<file path="config.mk">
export PLATFORM = sky130hd
export DESIGN_NAME = spc_host
export DESIGN_NICKNAME = d
export VERILOG_FILES = /design/src/logic/spc_pkg.sv /design/src/logic/spc_bus_cycle.sv /design/src/logic/spc_host.sv
export SDC_FILE = /design/constraint.sdc
export NUM_CORES = 1
export LEC_CHECK = 0
export BUFFER_PORTS_ARGS = -buffer_cell sky130_fd_sc_hd__buf_2
export CAP_MARGIN = 20
export CELL_PAD_IN_SITES_DETAIL_PLACEMENT = 0
export CELL_PAD_IN_SITES_GLOBAL_PLACEMENT = 1
export CORE_MARGIN = 3
export CORE_UTILIZATION = 45
export DETAILED_ROUTE_END_ITERATION = 12
export HOLD_SLACK_MARGIN = 0.02
export PLACE_DENSITY = 0.83
export SYNTH_ARGS = -nofsm -noshare
export SYNTH_HDL_FRONTEND = slang
export SYNTH_SLANG_ARGS = --single-unit
</file>
<file path="constraint.sdc">
create_clock -name aclk -period 2.9 [get_ports aclk]
set_input_delay 0.29 -clock aclk [delete_from_list [all_inputs] [get_ports aclk]]
set_output_delay 0.29 -clock aclk [all_outputs]
set_load 0.05 [all_outputs]
</file>
<file path="src/logic/spc_pkg.sv">
// Package of constants and types for the sector guard command host controller.
// Summary of operation
// - Enter mode with AA, 55, mode code.
// - Password byte program: A0 then byte.
// - Password read is eight reads, 00 to 07.
// - Password bytes live at addresses 00-07.
// - Unlock: 25, 03, eight bytes, 29.
// - Persistent guard program: A0 then 00 at sector.
// - Freeze mode: A0, 00 sets; read returns bit.
// - Volatile guard: A0 then 00 set, 01 clear.
// - Leave mode with 90 then 00.
// - Host issues reset (F0) only when software starts the reset op.
`default_nettype none
package spc_pkg;
  localparam int ADDR_W = 23;
  localparam int DATA_W = 8;
  // Command addresses and data bytes.
  localparam logic [11:0] ADR_UNLK1 = 12'hAAA;
  localparam logic [11:0] ADR_UNLK2 = 12'h555;
  localparam logic [7:0]  DAT_UNLK1 = 8'hAA;
  localparam logic [7:0]  DAT_UNLK2 = 8'h55;
  localparam logic [7:0]  MODE_LOCK = 8'h40;
  localparam logic [7:0]  MODE_PASS = 8'h60;
  localparam logic [7:0]  MODE_PERS = 8'hC0;
  localparam logic [7:0]  MODE_FRZ  = 8'h50;
  localparam logic [7:0]  MODE_VOL  = 8'hE0;
  localparam logic [7:0]  CMD_PROG  = 8'hA0;
  localparam logic [7:0]  CMD_ERA1  = 8'h80;
  localparam logic [7:0]  CMD_ERA2  = 8'h30;
  localparam logic [7:0]  CMD_UNL1  = 8'h25;
  localparam logic [7:0]  CMD_UNL2  = 8'h03;
  localparam logic [7:0]  CMD_UNL3  = 8'h29;
  localparam logic [7:0]  CMD_EXIT1 = 8'h90;
  localparam logic [7:0]  CMD_EXIT2 = 8'h00;
  localparam logic [7:0]  CMD_RESET = 8'hF0;
  localparam logic [7:0]  DAT_SET   = 8'h00;
  localparam logic [7:0]  DAT_CLR   = 8'h01;
  localparam logic [2:0]  PW_BYTES_M1 = 3'h7;
  // Bus cycle timing in 10 ns clocks.
  localparam int CLK_NS     = 10;
  localparam int SETUP_NS   = 30;
  localparam int PULSE_NS   = 50;
  localparam int HOLD_NS    = 30;
  localparam int SETUP_CYC  = (SETUP_NS + CLK_NS - 1) / CLK_NS;
  localparam int PULSE_CYC  = (PULSE_NS + CLK_NS - 1) / CLK_NS;
  localparam int HOLD_CYC   = (HOLD_NS + CLK_NS - 1) / CLK_NS;
  // Register byte offsets.
  localparam logic [5:0] REG_CTRL   = 6'h00;
  localparam logic [5:0] REG_ADDR   = 6'h04;
  localparam logic [5:0] REG_WDATA  = 6'h08;
  localparam logic [5:0] REG_STATUS = 6'h0C;
  localparam logic [5:0] REG_RDATA  = 6'h10;
  localparam logic [5:0] REG_PWLO   = 6'h14;
  localparam logic [5:0] REG_PWHI   = 6'h18;
  // Control register fields.
  localparam int CTRL_OP_LSB = 0;
  localparam int CTRL_GO_BIT = 31;
  localparam logic [1:0] RESP_OKAY   = 2'b00;
  localparam logic [1:0] RESP_SLVERR = 2'b10;
  typedef enum logic [3:0] {
    SPC_OP_LOCK_PROG, SPC_OP_LOCK_READ, SPC_OP_PW_PROG, SPC_OP_PW_READ,
    SPC_OP_PW_UNLOCK, SPC_OP_PERS_PROG, SPC_OP_PERS_ERASE, SPC_OP_PERS_READ,
    SPC_OP_FRZ_SET, SPC_OP_FRZ_READ, SPC_OP_VOL_SET, SPC_OP_VOL_CLR,
    SPC_OP_VOL_READ, SPC_OP_RESET, SPC_OP_ARRAY_READ
  } spc_op_t;
endpackage : spc_pkg
`default_nettype wire

</file>
<file path="src/logic/spc_bus_cycle.sv">
// One asynchronous write or read bus cycle on the flash pins.
`timescale 1ns/1ns
`default_nettype none
module spc_bus_cycle (
  // Clock and reset
  input  wire logic                      aclk,
  input  wire logic                      aresetn,
  // Request
  input  wire logic                      req_valid,
  input  wire logic                      req_write,
  input  wire logic [spc_pkg::ADDR_W-1:0] req_addr,
  input  wire logic [spc_pkg::DATA_W-1:0] req_data,
  output logic                           req_done,
  output logic [spc_pkg::DATA_W-1:0]     rsp_data,
  // Flash pins
  output logic                           ce_n,
  output logic                           we_n,
  output logic                           oe_n,
  output logic [spc_pkg::ADDR_W-1:0]     addr,
  output logic [spc_pkg::DATA_W-1:0]     dq_o,
  output logic                           dq_oe,
  input  wire logic [spc_pkg::DATA_W-1:0] dq_i
);
  import spc_pkg::*;
  typedef enum logic [1:0] {BC_IDLE, BC_SETUP, BC_PULSE, BC_HOLD} spc_bc_st_t;
  typedef struct packed {
    spc_bc_st_t          st;
    logic [3:0]          cnt;
    logic                wr;
    logic                done;
    logic                ce_n;
    logic                we_n;
    logic                oe_n;
    logic [ADDR_W-1:0]   addr;
    logic [DATA_W-1:0]   dq_o;
    logic                dq_oe;
    logic [DATA_W-1:0]   rd;
    logic [DATA_W-1:0]   s1;
    logic [DATA_W-1:0]   s2;
  } spc_bc_t;
  spc_bc_t s_r, s_nxt;
  always_comb begin
    s_nxt = s_r;
    s_nxt.done = 1'b0;
    s_nxt.s1 = dq_i;
    s_nxt.s2 = s_r.s1;
    unique case (s_r.st)
      BC_IDLE: begin
        if (req_valid) begin
          // Address and data settle before the strobe falls, so both latch edges see stable values.
          s_nxt.st = BC_SETUP;
          s_nxt.cnt = 4'(SETUP_CYC);
          s_nxt.wr = req_write;
          s_nxt.addr = req_addr;
          s_nxt.dq_o = req_data;
          s_nxt.dq_oe = req_write;
          s_nxt.ce_n = 1'b0;
        end
      end
      BC_SETUP: begin
        s_nxt.cnt = s_r.cnt - 4'h1;
        if (s_r.cnt == 4'h1) begin
          s_nxt.st = BC_PULSE;
          s_nxt.cnt = 4'(PULSE_CYC + 2);
          s_nxt.we_n = ~s_r.wr;
          s_nxt.oe_n = s_r.wr;
        end
      end
      BC_PULSE: begin
        s_nxt.cnt = s_r.cnt - 4'h1;
        if (s_r.cnt == 4'h1) begin
          s_nxt.st = BC_HOLD;
          s_nxt.cnt = 4'(HOLD_CYC);
          s_nxt.rd = s_r.s2;
          s_nxt.we_n = 1'b1;
          s_nxt.oe_n = 1'b1;
        end
      end
      BC_HOLD: begin
        s_nxt.cnt = s_r.cnt - 4'h1;
        if (s_r.cnt == 4'h1) begin
          s_nxt.st = BC_IDLE;
          s_nxt.ce_n = 1'b1;
          s_nxt.dq_oe = 1'b0;
          s_nxt.done = 1'b1;
        end
      end
    endcase
  end
  always_ff @(posedge aclk) begin
    if (!aresetn) begin
      s_r <= '0;
      s_r.ce_n <= 1'b1;
      s_r.we_n <= 1'b1;
      s_r.oe_n <= 1'b1;
    end else begin
      s_r <= s_nxt;
    end
  end
  assign req_done = s_r.done;
  assign rsp_data = s_r.rd;
  assign ce_n = s_r.ce_n;
  assign we_n = s_r.we_n;
  assign oe_n = s_r.oe_n;
  assign addr = s_r.addr;
  assign dq_o = s_r.dq_o;
  assign dq_oe = s_r.dq_oe;
endmodule : spc_bus_cycle
`default_nettype wire

</file>
<file path="src/logic/spc_host.sv">
// Host controller that runs sector guard command sequences for software over AXI4-Lite.
`timescale 1ns/1ns
`default_nettype none
module spc_host (
  // Clock and reset
  input  wire logic                       aclk,
  input  wire logic                       aresetn,
  // AXI4-Lite write address and data
  input  wire logic                       s_axi_awvalid,
  output logic                            s_axi_awready,
  input  wire logic [5:0]                 s_axi_awaddr,
  input  wire logic                       s_axi_wvalid,
  output logic                            s_axi_wready,
  input  wire logic [31:0]                s_axi_wdata,
  input  wire logic [3:0]                 s_axi_wstrb,
  // AXI4-Lite write response
  output logic                            s_axi_bvalid,
  input  wire logic                       s_axi_bready,
  output logic [1:0]                      s_axi_bresp,
  // AXI4-Lite read
  input  wire logic                       s_axi_arvalid,
  output logic                            s_axi_arready,
  input  wire logic [5:0]                 s_axi_araddr,
  output logic                            s_axi_rvalid,
  input  wire logic                       s_axi_rready,
  output logic [31:0]                     s_axi_rdata,
  output logic [1:0]                      s_axi_rresp,
  // Flash pins
  output logic                            ce_n,
  output logic                            we_n,
  output logic                            oe_n,
  output logic [spc_pkg::ADDR_W-1:0]      addr,
  output logic [spc_pkg::DATA_W-1:0]      dq_o,
  output logic                            dq_oe,
  input  wire logic [spc_pkg::DATA_W-1:0] dq_i,
  output logic                            acceleration_pin
);
  import spc_pkg::*;
  localparam int SEQ_MAX = 16;
  typedef enum logic [1:0] {H_IDLE, H_ISSUE, H_WAIT} spc_hst_t;
  typedef struct packed {
    spc_hst_t            st;
    logic                aw_got;
    logic                w_got;
    logic [5:0]          awaddr;
    logic [31:0]         wdata;
    logic                bvalid;
    logic [1:0]          bresp;
    logic                rvalid;
    logic [31:0]         rdata;
    logic [1:0]          rresp;
    logic [3:0]          op;
    logic [ADDR_W-1:0]   arg_addr;
    logic [DATA_W-1:0]   arg_data;
    logic [63:0]         pw;
    logic [DATA_W-1:0]   rd;
    logic [63:0]         pw_rd;
    logic                busy;
    logic                done;
    logic                bad_op;
    logic [4:0]          step;
    logic [4:0]          last;
    logic                accel;
  } spc_host_t;
  spc_host_t s_r, s_nxt;
  logic                 bc_done;
  logic [DATA_W-1:0]    bc_rd;
  logic                 bc_valid;
  logic                 bc_write;
  logic [ADDR_W-1:0]    bc_addr;
  logic [DATA_W-1:0]    bc_data;

  // Length of each sequence, entry and exit included, minus one.
  function automatic logic [4:0] seq_last(input logic [3:0] op);
    unique case (spc_op_t'(op))
      SPC_OP_PW_READ:    seq_last = 5'd12;
      SPC_OP_PW_UNLOCK:  seq_last = 5'd15;
      SPC_OP_RESET:      seq_last = 5'd0;
      SPC_OP_ARRAY_READ: seq_last = 5'd0;
      SPC_OP_LOCK_READ, SPC_OP_PERS_READ, SPC_OP_FRZ_READ, SPC_OP_VOL_READ: seq_last = 5'd5;
      default:           seq_last = 5'd6;
    endcase
  endfunction

  function automatic logic [7:0] mode_code(input logic [3:0] op);
    unique case (spc_op_t'(op))
      SPC_OP_LOCK_PROG, SPC_OP_LOCK_READ:                     mode_code = MODE_LOCK;
      SPC_OP_PW_PROG, SPC_OP_PW_READ, SPC_OP_PW_UNLOCK:       mode_code = MODE_PASS;
      SPC_OP_PERS_PROG, SPC_OP_PERS_ERASE, SPC_OP_PERS_READ: mode_code = MODE_PERS;
      SPC_OP_FRZ_SET, SPC_OP_FRZ_READ:                        mode_code = MODE_FRZ;
      default:                                                mode_code = MODE_VOL;
    endcase
  endfunction

  // Step table: {write, address, data} for bus cycle n of the current operation.
  function automatic logic [ADDR_W+DATA_W:0] seq_step(input spc_host_t s, input logic [4:0] n);
    logic [ADDR_W-1:0] a0;
    logic [ADDR_W-1:0] pa;
    logic [2:0]        bi;
    logic [4:0]        ex;
    a0 = '0;
    pa = ADDR_W'(n - 5'd3);
    bi = 3'(n - 5'd5);
    ex = s.last - 5'd1;
    seq_step = {1'b1, a0, CMD_EXIT2};
    if (spc_op_t'(s.op) == SPC_OP_RESET) begin
      seq_step = {1'b1, a0, CMD_RESET};
    end else if (spc_op_t'(s.op) == SPC_OP_ARRAY_READ) begin
      seq_step = {1'b0, s.arg_addr, 8'h00};
    end else if (n == 5'd0) begin
      seq_step = {1'b1, ADDR_W'(ADR_UNLK1), DAT_UNLK1};
    end else if (n == 5'd1) begin
      seq_step = {1'b1, ADDR_W'(ADR_UNLK2), DAT_UNLK2};
    end else if (n == 5'd2) begin
      seq_step = {1'b1, ADDR_W'(ADR_UNLK1), mode_code(s.op)};
    end else if (n == ex) begin
      seq_step = {1'b1, a0, CMD_EXIT1};
    end else if (n == s.last) begin
      seq_step = {1'b1, a0, CMD_EXIT2};
    end else begin
      unique case (spc_op_t'(s.op))
        SPC_OP_LOCK_PROG, SPC_OP_FRZ_SET:
          seq_step = (n == 5'd3) ? {1'b1, a0, CMD_PROG} : {1'b1, a0, s.arg_data};
        SPC_OP_PW_PROG:
          seq_step = (n == 5'd3) ? {1'b1, a0, CMD_PROG} : {1'b1, s.arg_addr, s.arg_data};
        SPC_OP_PERS_PROG, SPC_OP_VOL_SET:
          seq_step = (n == 5'd3) ? {1'b1, a0, CMD_PROG} : {1'b1, s.arg_addr, DAT_SET};
        SPC_OP_VOL_CLR:
          seq_step = (n == 5'd3) ? {1'b1, a0, CMD_PROG} : {1'b1, s.arg_addr, DAT_CLR};
        SPC_OP_PERS_ERASE:
          seq_step = (n == 5'd3) ? {1'b1, a0, CMD_ERA1} : {1'b1, a0, CMD_ERA2};
        SPC_OP_LOCK_READ, SPC_OP_FRZ_READ:
          seq_step = {1'b0, a0, 8'h00};
        SPC_OP_PERS_READ, SPC_OP_VOL_READ:
          seq_step = {1'b0, s.arg_addr, 8'h00};
        SPC_OP_PW_READ:
          seq_step = {1'b0, pa, 8'h00};
        SPC_OP_PW_UNLOCK: begin
          if (n == 5'd3) begin
            seq_step = {1'b1, a0, CMD_UNL1};
          end else if (n == 5'd4) begin
            seq_step = {1'b1, a0, CMD_UNL2};
          end else if (n == 5'd13) begin
            seq_step = {1'b1, a0, CMD_UNL3};
          end else begin
            seq_step = {1'b1, ADDR_W'(bi), s.pw[8*bi +: 8]};
          end
        end
        default: seq_step = {1'b1, a0, CMD_RESET};
      endcase
    end
  endfunction

  logic [ADDR_W+DATA_W:0] cur;
  always_comb begin
    cur = seq_step(s_r, s_r.step);
    bc_valid = (s_r.st == H_ISSUE);
    bc_write = cur[ADDR_W+DATA_W];
    bc_addr = cur[ADDR_W+DATA_W-1:DATA_W];
    bc_data = cur[DATA_W-1:0];
  end

  always_comb begin
    logic [31:0] wd;
    wd = s_r.wdata;
    s_nxt = s_r;
    s_nxt.done = 1'b0;
    // Write channel: address and data may arrive in either order.
    if (s_axi_awvalid && !s_r.aw_got && !s_r.bvalid) begin
      s_nxt.aw_got = 1'b1;
      s_nxt.awaddr = s_axi_awaddr;
    end
    if (s_axi_wvalid && !s_r.w_got && !s_r.bvalid) begin
      s_nxt.w_got = 1'b1;
      s_nxt.wdata = s_axi_wdata;
      wd = s_axi_wdata;
    end
    if (s_r.aw_got && s_r.w_got && !s_r.bvalid) begin
      s_nxt.aw_got = 1'b0;
      s_nxt.w_got = 1'b0;
      s_nxt.bvalid = 1'b1;
      s_nxt.bresp = RESP_OKAY;
      unique case ({s_r.awaddr[5:2], 2'b00})
        REG_CTRL: begin
          // A start while busy is refused so a running sequence is never torn.
          if (s_r.wdata[CTRL_GO_BIT] && !s_r.busy && s_r.wdata[3:0] <= 4'(SPC_OP_ARRAY_READ)) begin
            s_nxt.op = s_r.wdata[CTRL_OP_LSB +: 4];
            s_nxt.busy = 1'b1;
            s_nxt.bad_op = 1'b0;
            s_nxt.step = '0;
            s_nxt.last = seq_last(s_r.wdata[3:0]);
            s_nxt.st = H_ISSUE;
            s_nxt.accel = 1'b1;
          end else if (s_r.wdata[CTRL_GO_BIT]) begin
            s_nxt.bad_op = 1'b1;
          end
        end
        REG_ADDR:  if (s_axi_wstrb != 4'h0) s_nxt.arg_addr = s_r.wdata[ADDR_W-1:0];
        REG_WDATA: if (s_axi_wstrb[0]) s_nxt.arg_data = s_r.wdata[7:0];
        REG_PWLO:  s_nxt.pw[31:0] = s_r.wdata;
        REG_PWHI:  s_nxt.pw[63:32] = s_r.wdata;
        default:   s_nxt.bresp = RESP_SLVERR;
      endcase
    end
    if (s_r.bvalid && s_axi_bready) s_nxt.bvalid = 1'b0;
    // Read channel.
    if (s_axi_arvalid && !s_r.rvalid) begin
      s_nxt.rvalid = 1'b1;
      s_nxt.rresp = RESP_OKAY;
      unique case ({s_axi_araddr[5:2], 2'b00})
        REG_CTRL:   s_nxt.rdata = {28'h0000000, s_r.op};
        REG_ADDR:   s_nxt.rdata = 32'(s_r.arg_addr);
        REG_WDATA:  s_nxt.rdata = {24'h000000, s_r.arg_data};
        REG_STATUS: s_nxt.rdata = {29'h00000000, s_r.bad_op, s_r.done, s_r.busy};
        REG_RDATA:  s_nxt.rdata = {24'h000000, s_r.rd};
        REG_PWLO:   s_nxt.rdata = s_r.pw_rd[31:0];
        REG_PWHI:   s_nxt.rdata = s_r.pw_rd[63:32];
        default: begin
          s_nxt.rdata = 32'h00000000;
          s_nxt.rresp = RESP_SLVERR;
        end
      endcase
    end
    if (s_r.rvalid && s_axi_rready) s_nxt.rvalid = 1'b0;
    // Sequencer.
    unique case (s_r.st)
      H_IDLE: ;
      H_ISSUE: s_nxt.st = H_WAIT;
      H_WAIT: begin
        if (bc_done) begin
          if (!bc_write) begin
            s_nxt.rd = bc_rd;
            if (spc_op_t'(s_r.op) == SPC_OP_PW_READ) begin
              // The byte index must wrap at three bits, so the sum is sized before it is scaled.
              s_nxt.pw_rd[8*3'(s_r.step[2:0] + 3'h5) +: 8] = bc_rd;
            end
          end
          if (s_r.step == s_r.last) begin
            s_nxt.st = H_IDLE;
            s_nxt.busy = 1'b0;
            s_nxt.accel = 1'b0;
            s_nxt.done = 1'b1;
          end else begin
            s_nxt.step = s_r.step + 5'd1;
            s_nxt.st = H_ISSUE;
          end
        end
      end
    endcase
  end

  always_ff @(posedge aclk) begin
    if (!aresetn) begin
      s_r <= '0;
    end else begin
      s_r <= s_nxt;
    end
  end

  spc_bus_cycle u_cycle (
    .aclk      (aclk),
    .aresetn   (aresetn),
    .req_valid (bc_valid),
    .req_write (bc_write),
    .req_addr  (bc_addr),
    .req_data  (bc_data),
    .req_done  (bc_done),
    .rsp_data  (bc_rd),
    .ce_n      (ce_n),
    .we_n      (we_n),
    .oe_n      (oe_n),
    .addr      (addr),
    .dq_o      (dq_o),
    .dq_oe     (dq_oe),
    .dq_i      (dq_i)
  );

  assign s_axi_awready = s_r.aw_got;
  assign s_axi_wready = s_r.w_got;
  assign s_axi_bvalid = s_r.bvalid;
  assign s_axi_bresp = s_r.bresp;
  assign s_axi_arready = s_r.rvalid;
  assign s_axi_rvalid = s_r.rvalid;
  assign s_axi_rdata = s_r.rdata;
  assign s_axi_rresp = s_r.rresp;
  assign acceleration_pin = s_r.accel;
endmodule : spc_host
`default_nettype wire

</file>
Yosys cells after proc, flatten, opt, wreduce, memory -nomap -nowiden
Memories as Yosys holds them, arrays and structs flattened. A register that Yosys moved wholly into a read port is not among the register bits.
Cells that the tools add are included.
{"block": "op_classes", "reduce_logical": 49, "addsub": 7, "shifts": 3, "order_cmp": 1, "eq_ne": 41, "muxes": 63, "bitwise_logic": 3}
{"operator": "$pmux W32 S9", "count": 1}
{"operator": "$mux W32", "count": 7}
{"operator": "$pmux W32 S7", "count": 1}
{"operator": "$mux W31", "count": 3}
{"operator": "$mux W11", "count": 6}
{"operator": "$bwmux W64", "count": 1}
{"operator": "$shift A8 B34 Y64 const A", "count": 1}
{"operator": "$shiftx A64 B7 Y8", "count": 1}
{"operator": "$shiftx A8 B34 Y64", "count": 1}
{"operator": "$eq A4 B3 Y1 const B", "count": 9}
{"operator": "$neg A6 Y34", "count": 1}
{"operator": "$eq A4 B4 Y1 const B", "count": 7}
{"operator": "$mux W2", "count": 12}
{"operator": "$pmux W6 S4", "count": 1}
{"operator": "$reduce_and A3 Y1", "count": 8}
{"operator": "$eq A4 B2 Y1 const B", "count": 5}
{"operator": "$mux W4", "count": 5}
{"operator": "$eq A4 B1 Y1 const B", "count": 4}
{"operator": "$mux W8", "count": 2}
{"operator": "$mux W5", "count": 3}
{"operator": "$mux W1", "count": 14}
{"operator": "$reduce_or A2 Y1", "count": 7}
{"operator": "$logic_not A4 Y1", "count": 3}
{"operator": "$mux W6", "count": 2}
{"operator": "other kinds (30)", "count": 62}
{"block": "totals", "memories": 2, "register_bits": 332, "mem_bits_ro": 112, "output_inout_bits": 77, "wordCells": 205, "input_bits": 63}
{"memory": "(name not given)", "depth": 16, "word_bits": 4, "rd": 1, "rd_ports_with_merged_regs": 1, "wr": 0, "line_no": "spc_host.sv:75", "source": "unique case (spc_op_t'(op))"}
{"memory": "(name not given)", "depth": 16, "word_bits": 3, "rd": 1, "rd_ports_with_merged_regs": 1, "wr": 0, "line_no": "spc_host.sv:86", "source": "unique case (spc_op_t'(op))"}

Depth between registers and ports, before layout
{"block": "depth", "word_depth": 15, "ltp_mapped": 13, "ltp_nobuf": 9}

Cells and area by module
Synthesis repeated with hierarchy kept, for this count alone.
{"block": "unflattened", "hier_cells": 1880, "hier_area_um2": 15431.0}
{"module": "spc_host", "area_each_um2": 12812.3, "cells_per_inst": 1579, "seq_area_each_um2": 5345.1, "instances": 1}
{"module": "spc_bus_cycle", "area_each_um2": 2618.8, "cells_per_inst": 301, "seq_area_each_um2": 1341.3, "instances": 1}

Worst setup path after synthesis
OpenSTA, ideal clock, no wires.
{"block": "synth_timing", "path_type": "register to register", "start": "register s_r[8] in the netlist's numbering", "end": "register s_r[21] in the netlist's numbering", "synth_period_minus_slack_ns": 2.543, "path_slack_ns": 0.357, "n_path_buf": 3, "setup_time_ns": 0.069, "arrival_time_ns": 2.474, "required_ns": 2.831, "stages_incl_launch_ff": 11, "path_cell_list": "dfxtp_1 > buf_6 > buf_2 > inv_1 > ha_1 > nor3_1 > nand3b_1 > nor4b_4 > buf_4 > nand3_1 > o21ai_1"}
{"block": "synth_between", "elab_chain_cells": 10, "word_cells_on_any_way": 19, "cone_classes": "add/sub (2); eq/ne (4); shift (2); mux (8); bitwise (1); reduce/logical (2)"}
{"element": "from (decl)", "line_no": "spc_host.sv:65", "source": "spc_host_t s_r, s_nxt;"}
{"element": "from (signal assigned)", "line_no": "spc_host.sv:256", "source": "s_r <= s_nxt;"}
{"element": "parallel branches: the longest is 10 deep, another holds $neg A6 Y34"}
Parallel ways; which one is timed is not known.
A chain may end at the register's enable or synchronous reset.

Worst setup path after layout
{"block": "layout_timing", "start": "register s_r[7] in the netlist's numbering", "end": "register s_r[71] in the netlist's numbering"}
Same word-level chain as after synthesis.

==> flow_metrics.env <==
export IMPL_clkLatencyLatePin_ps=540
export IMPL_area_growth_pct=15.2
export IMPL_place_ws_ps=176
export IMPL_final_cell_count_no_fill=2354
export IMPL_crit_fanout=16
export IMPL_synth_top_family_by_area="simple AND/OR/NAND/NOR gates"
export IMPL_dp_cells=2248
export IMPL_yosys_top_cells_count="338 x nand2_1, 334 x dfxtp_1, 197 x a21oi_1, 147 x nor2_1, 90 x o21ai_0"
export IMPL_synthSimpleGateAreaFrac_pct=21.7
export IMPL_clock_sinks=334
export IMPL_drc=0
export IMPL_muxShareOfSynthArea_pct=6.01
export IMPL_timing_fmax_ghz=0.367
export IMPL_grt_pass1_vias=12219
export IMPL_min_to="s_r[224]"
export IMPL_timing_rr_end="s_r[71]"
export IMPL_cp_end_kind="register"
export IMPL_cts_tree="yes"
export IMPL_slew_viol_final=0
export IMPL_critPathTopFamily="adder cells"
export IMPL_synth_edff_count=0
export IMPL_clk_pin_slew_ps=60
export IMPL_synthTopCellsByArea="dfxtp_1 45%, nand2_1 8.5%, a21oi_1 6.6%, nor2_1 3.7%, buf_4 3.5%"
export IMPL_synthDistinctLibCells=84
export IMPL_leakage_nw=6.55
export IMPL_critPathLaunchType="register"
export IMPL_cts_root_buf="clkbuf_16"
export IMPL_seq_area_frac_synth_pct=44.6
export IMPL_gp_congestion=0.902
export IMPL_nets=1970
export IMPL_status="finished clean"
export IMPL_synth_top_cell_by_area="dfxtp_1"
export IMPL_syn_area_per_cell_sq_um=8.30
export IMPL_ys_ff_latch=334
export IMPL_grt_max_degree=72
export IMPL_gr_usage_all_layers_pct=23.6
export IMPL_core_area_sq_um=32700
export IMPL_drive_gt1_share_pct=16.3
export IMPL_routedWlPerCell_um=18.2
export IMPL_antennaDiodeCount=0
export IMPL_worstRegToRegCells=9
export IMPL_synthArstFlopShare_pct=0
export IMPL_min_period_ps=2720
export IMPL_antenna_found_initial=0
export IMPL_cts_buffers=38
export IMPL_fin_setup_tns_ps=0
export IMPL_slew_headroom_pct=40.4
export IMPL_drt_pre_antenna_iters=5
export IMPL_netlist_area_sq_um=15000
export IMPL_crit_arrival_ps=3120
export IMPL_utilization_pct=52.8
export IMPL_maxCapViolCount=0
export IMPL_critPathBufInv=2
export IMPL_synth_top_area_share_pct=44.6
export IMPL_synth_xor_area_share_pct=0.977
export IMPL_cp_cell_sequence="ha_1 -> buf_4 -> ha_1 -> inv_1 -> ha_1 -> nor3b_1 -> nand4_2 -> nand3_1 -> o21ai_0"
export IMPL_ant_nets=0
export IMPL_port_buffers=133
export IMPL_totalWireLength_um=42800
export IMPL_drt_initial_drc_count=1043
export IMPL_cts_setup_buffers=0
export IMPL_synthFlopType="dfxtp_1"
export IMPL_dp_hpwl_um=30100
export IMPL_nFillCells=3144
export IMPL_die_w_um=188
export IMPL_rsz0062_at_grt="no"
export IMPL_ir_worst_vdd_mv=0.372
export IMPL_num_vias=12905
export IMPL_vias_per_cell=5.48
export IMPL_grt_pass1_wl_um=67700
export IMPL_clockBufferDepth=3
export IMPL_worst_slew_pin_slew_ps=887
export IMPL_cp_slowest_cell="nand4_2"
export IMPL_io_pins=140
export IMPL_p_total_mw=9.87
export IMPL_final_setup_worst_slack_ps=179
export IMPL_path_common_cell="ha_1"
export IMPL_holdCritStartpoint="s_axi_wdata[1]"
export IMPL_synthAdderAreaFrac_pct=1.75
export IMPL_ys_warn_count=0
export IMPL_setup_worst_path_class="register to register"
export IMPL_rows=66
export IMPL_r2r_setup_slack_ps=180
export IMPL_required_ps=3300
export IMPL_fin_skew_ps=30.7
export IMPL_hold_path_class="primary input to register"
export IMPL_hold_viol=0
export IMPL_r2r_start="s_r[7]"
export IMPL_slowest_delay_ps=390
export IMPL_yosysMostFrequentCell="nand2_1"
export IMPL_initial_core_util_pct=45.8
export IMPL_syn_inst=1805
export IMPL_htree_levels=2
export IMPL_synth_compound_area_share_pct=17.2
export IMPL_overflow=0
export IMPL_die_area_sq_um=35500
export IMPL_fin_crit_sh_pct=93.8
export IMPL_setup_viol=0
export IMPL_die_y_um=188
export IMPL_hold_depth=3
export IMPL_power_density_nw_per_um2=572
[logic make-up after synthesis]
group                    Yosys count
AND/OR/NAND/NOR                  712
AO/OA/AOI/OAI                    434
flip-flops                       334
buffers and inverters            221
multiplexers                      67
adder cells (fa/ha/maj)           21
XOR/XNOR                          15
other                              1
[metal layers]
| metal | track usage, % | part of all wire, % | vias up |
|---|---|---|---|
| met1 | 33.5 | 47 | 6130 |
| met2 | 37.5 | 45 | 356 |
| li1 | - | - | 6348 |
| met4 | 6.36 | 2.5 | 0 |
| met5 | 0 | 0 | - |
| met3 | 3.91 | 5.5 | 71 |
[flip-flops by register name, indices dropped and copies added (netlist names), 8 cells and up, named ones only]
signal,flops
u_cycle.addr,23
u_cycle.s_nxt,8
u_cycle.rsp_data,8
u_cycle.s_r,15
s_axi_rdata,32
u_cycle.dq_o,8
s_r,221
[worst max path at each step]
stage,cells after the start,slack (ps),startpoint,end
3_3_place_gp,10,240,s_r[7],s_r[48]
4_1_cts,10,160,s_r[7],s_r[50]
3_5_place_dp,10,180,s_r[7],s_r[50]
6_report,9,180,s_r[7],s_r[71]
2_1_floorplan,10,360,s_r[8],s_r[21]
5_1_grt,9,8,s_r[7],s_r[71]
[layout by cell type (no fill, tap or decap), types with 40 or more instances in the layout]
cell type / synthesis / final
nand2_1: 338 / 338
dfxtp_1: 334 / 334
a21oi_1: 197 / 197
nor2_1: 147 / 145
buf_2: 25 / 132
o21ai_0: 90 / 90
nand3_1: 89 / 89
buf_4: 70 / 67
mux2i_1: 46 / 46
dlygate4sd3_1: 0 / 40
[layout make-up]
class,instances,area [sq um],area share [%]
repair buffers,239,1560,9.06
flip-flops and latches,334,6690,38.7
clock buffers,54,1100,6.39
inverters,22,87.6,0.508
well taps,442,553,3.20
clock inverters,12,85.1,0.493
multi-input cells,1251,7180,41.6
[power breakdown]
| group | leakage [nW] | internal, mW | switching (mW) | total [mW] |
|---|---|---|---|---|
| clock | 0.591 | 2.66 | 1.92 | 4.58 |
| combinational | 3.26 | 0.199 | 0.362 | 0.560 |
| sequential | 2.70 | 4.66 | 0.0746 | 4.73 |
[stage by stage]
step / hold WS [ps] / cell area (sq um)
after floorplan: 412 / 15000
after global placement: 421 / 15700
after detailed placement: 420 / 15700
after CTS: 23.5 / 17200
after global routing: 25.0 / 17300
final: 46.6 / 17300
[repair_timing]
| action | 4_1_cts | 5_1_grt |
|---|---|---|
| gates resized for setup | 0 | 3 |
| setup endpoints to repair | 0 | 8 |
| hold endpoints to repair | 40 | 0 |
| hold buffers | 40 | 0 |
[worst reg2reg max path: stages (launching register included)]
cell     delay [ps]
dfxtp_1         360
ha_1            220
buf_4           160
ha_1            380
inv_1            70
ha_1            380
nor3b_1         310
nand4_2         390
nand3_1         220
o21ai_0         100
(Power assumes the default switching activity.)
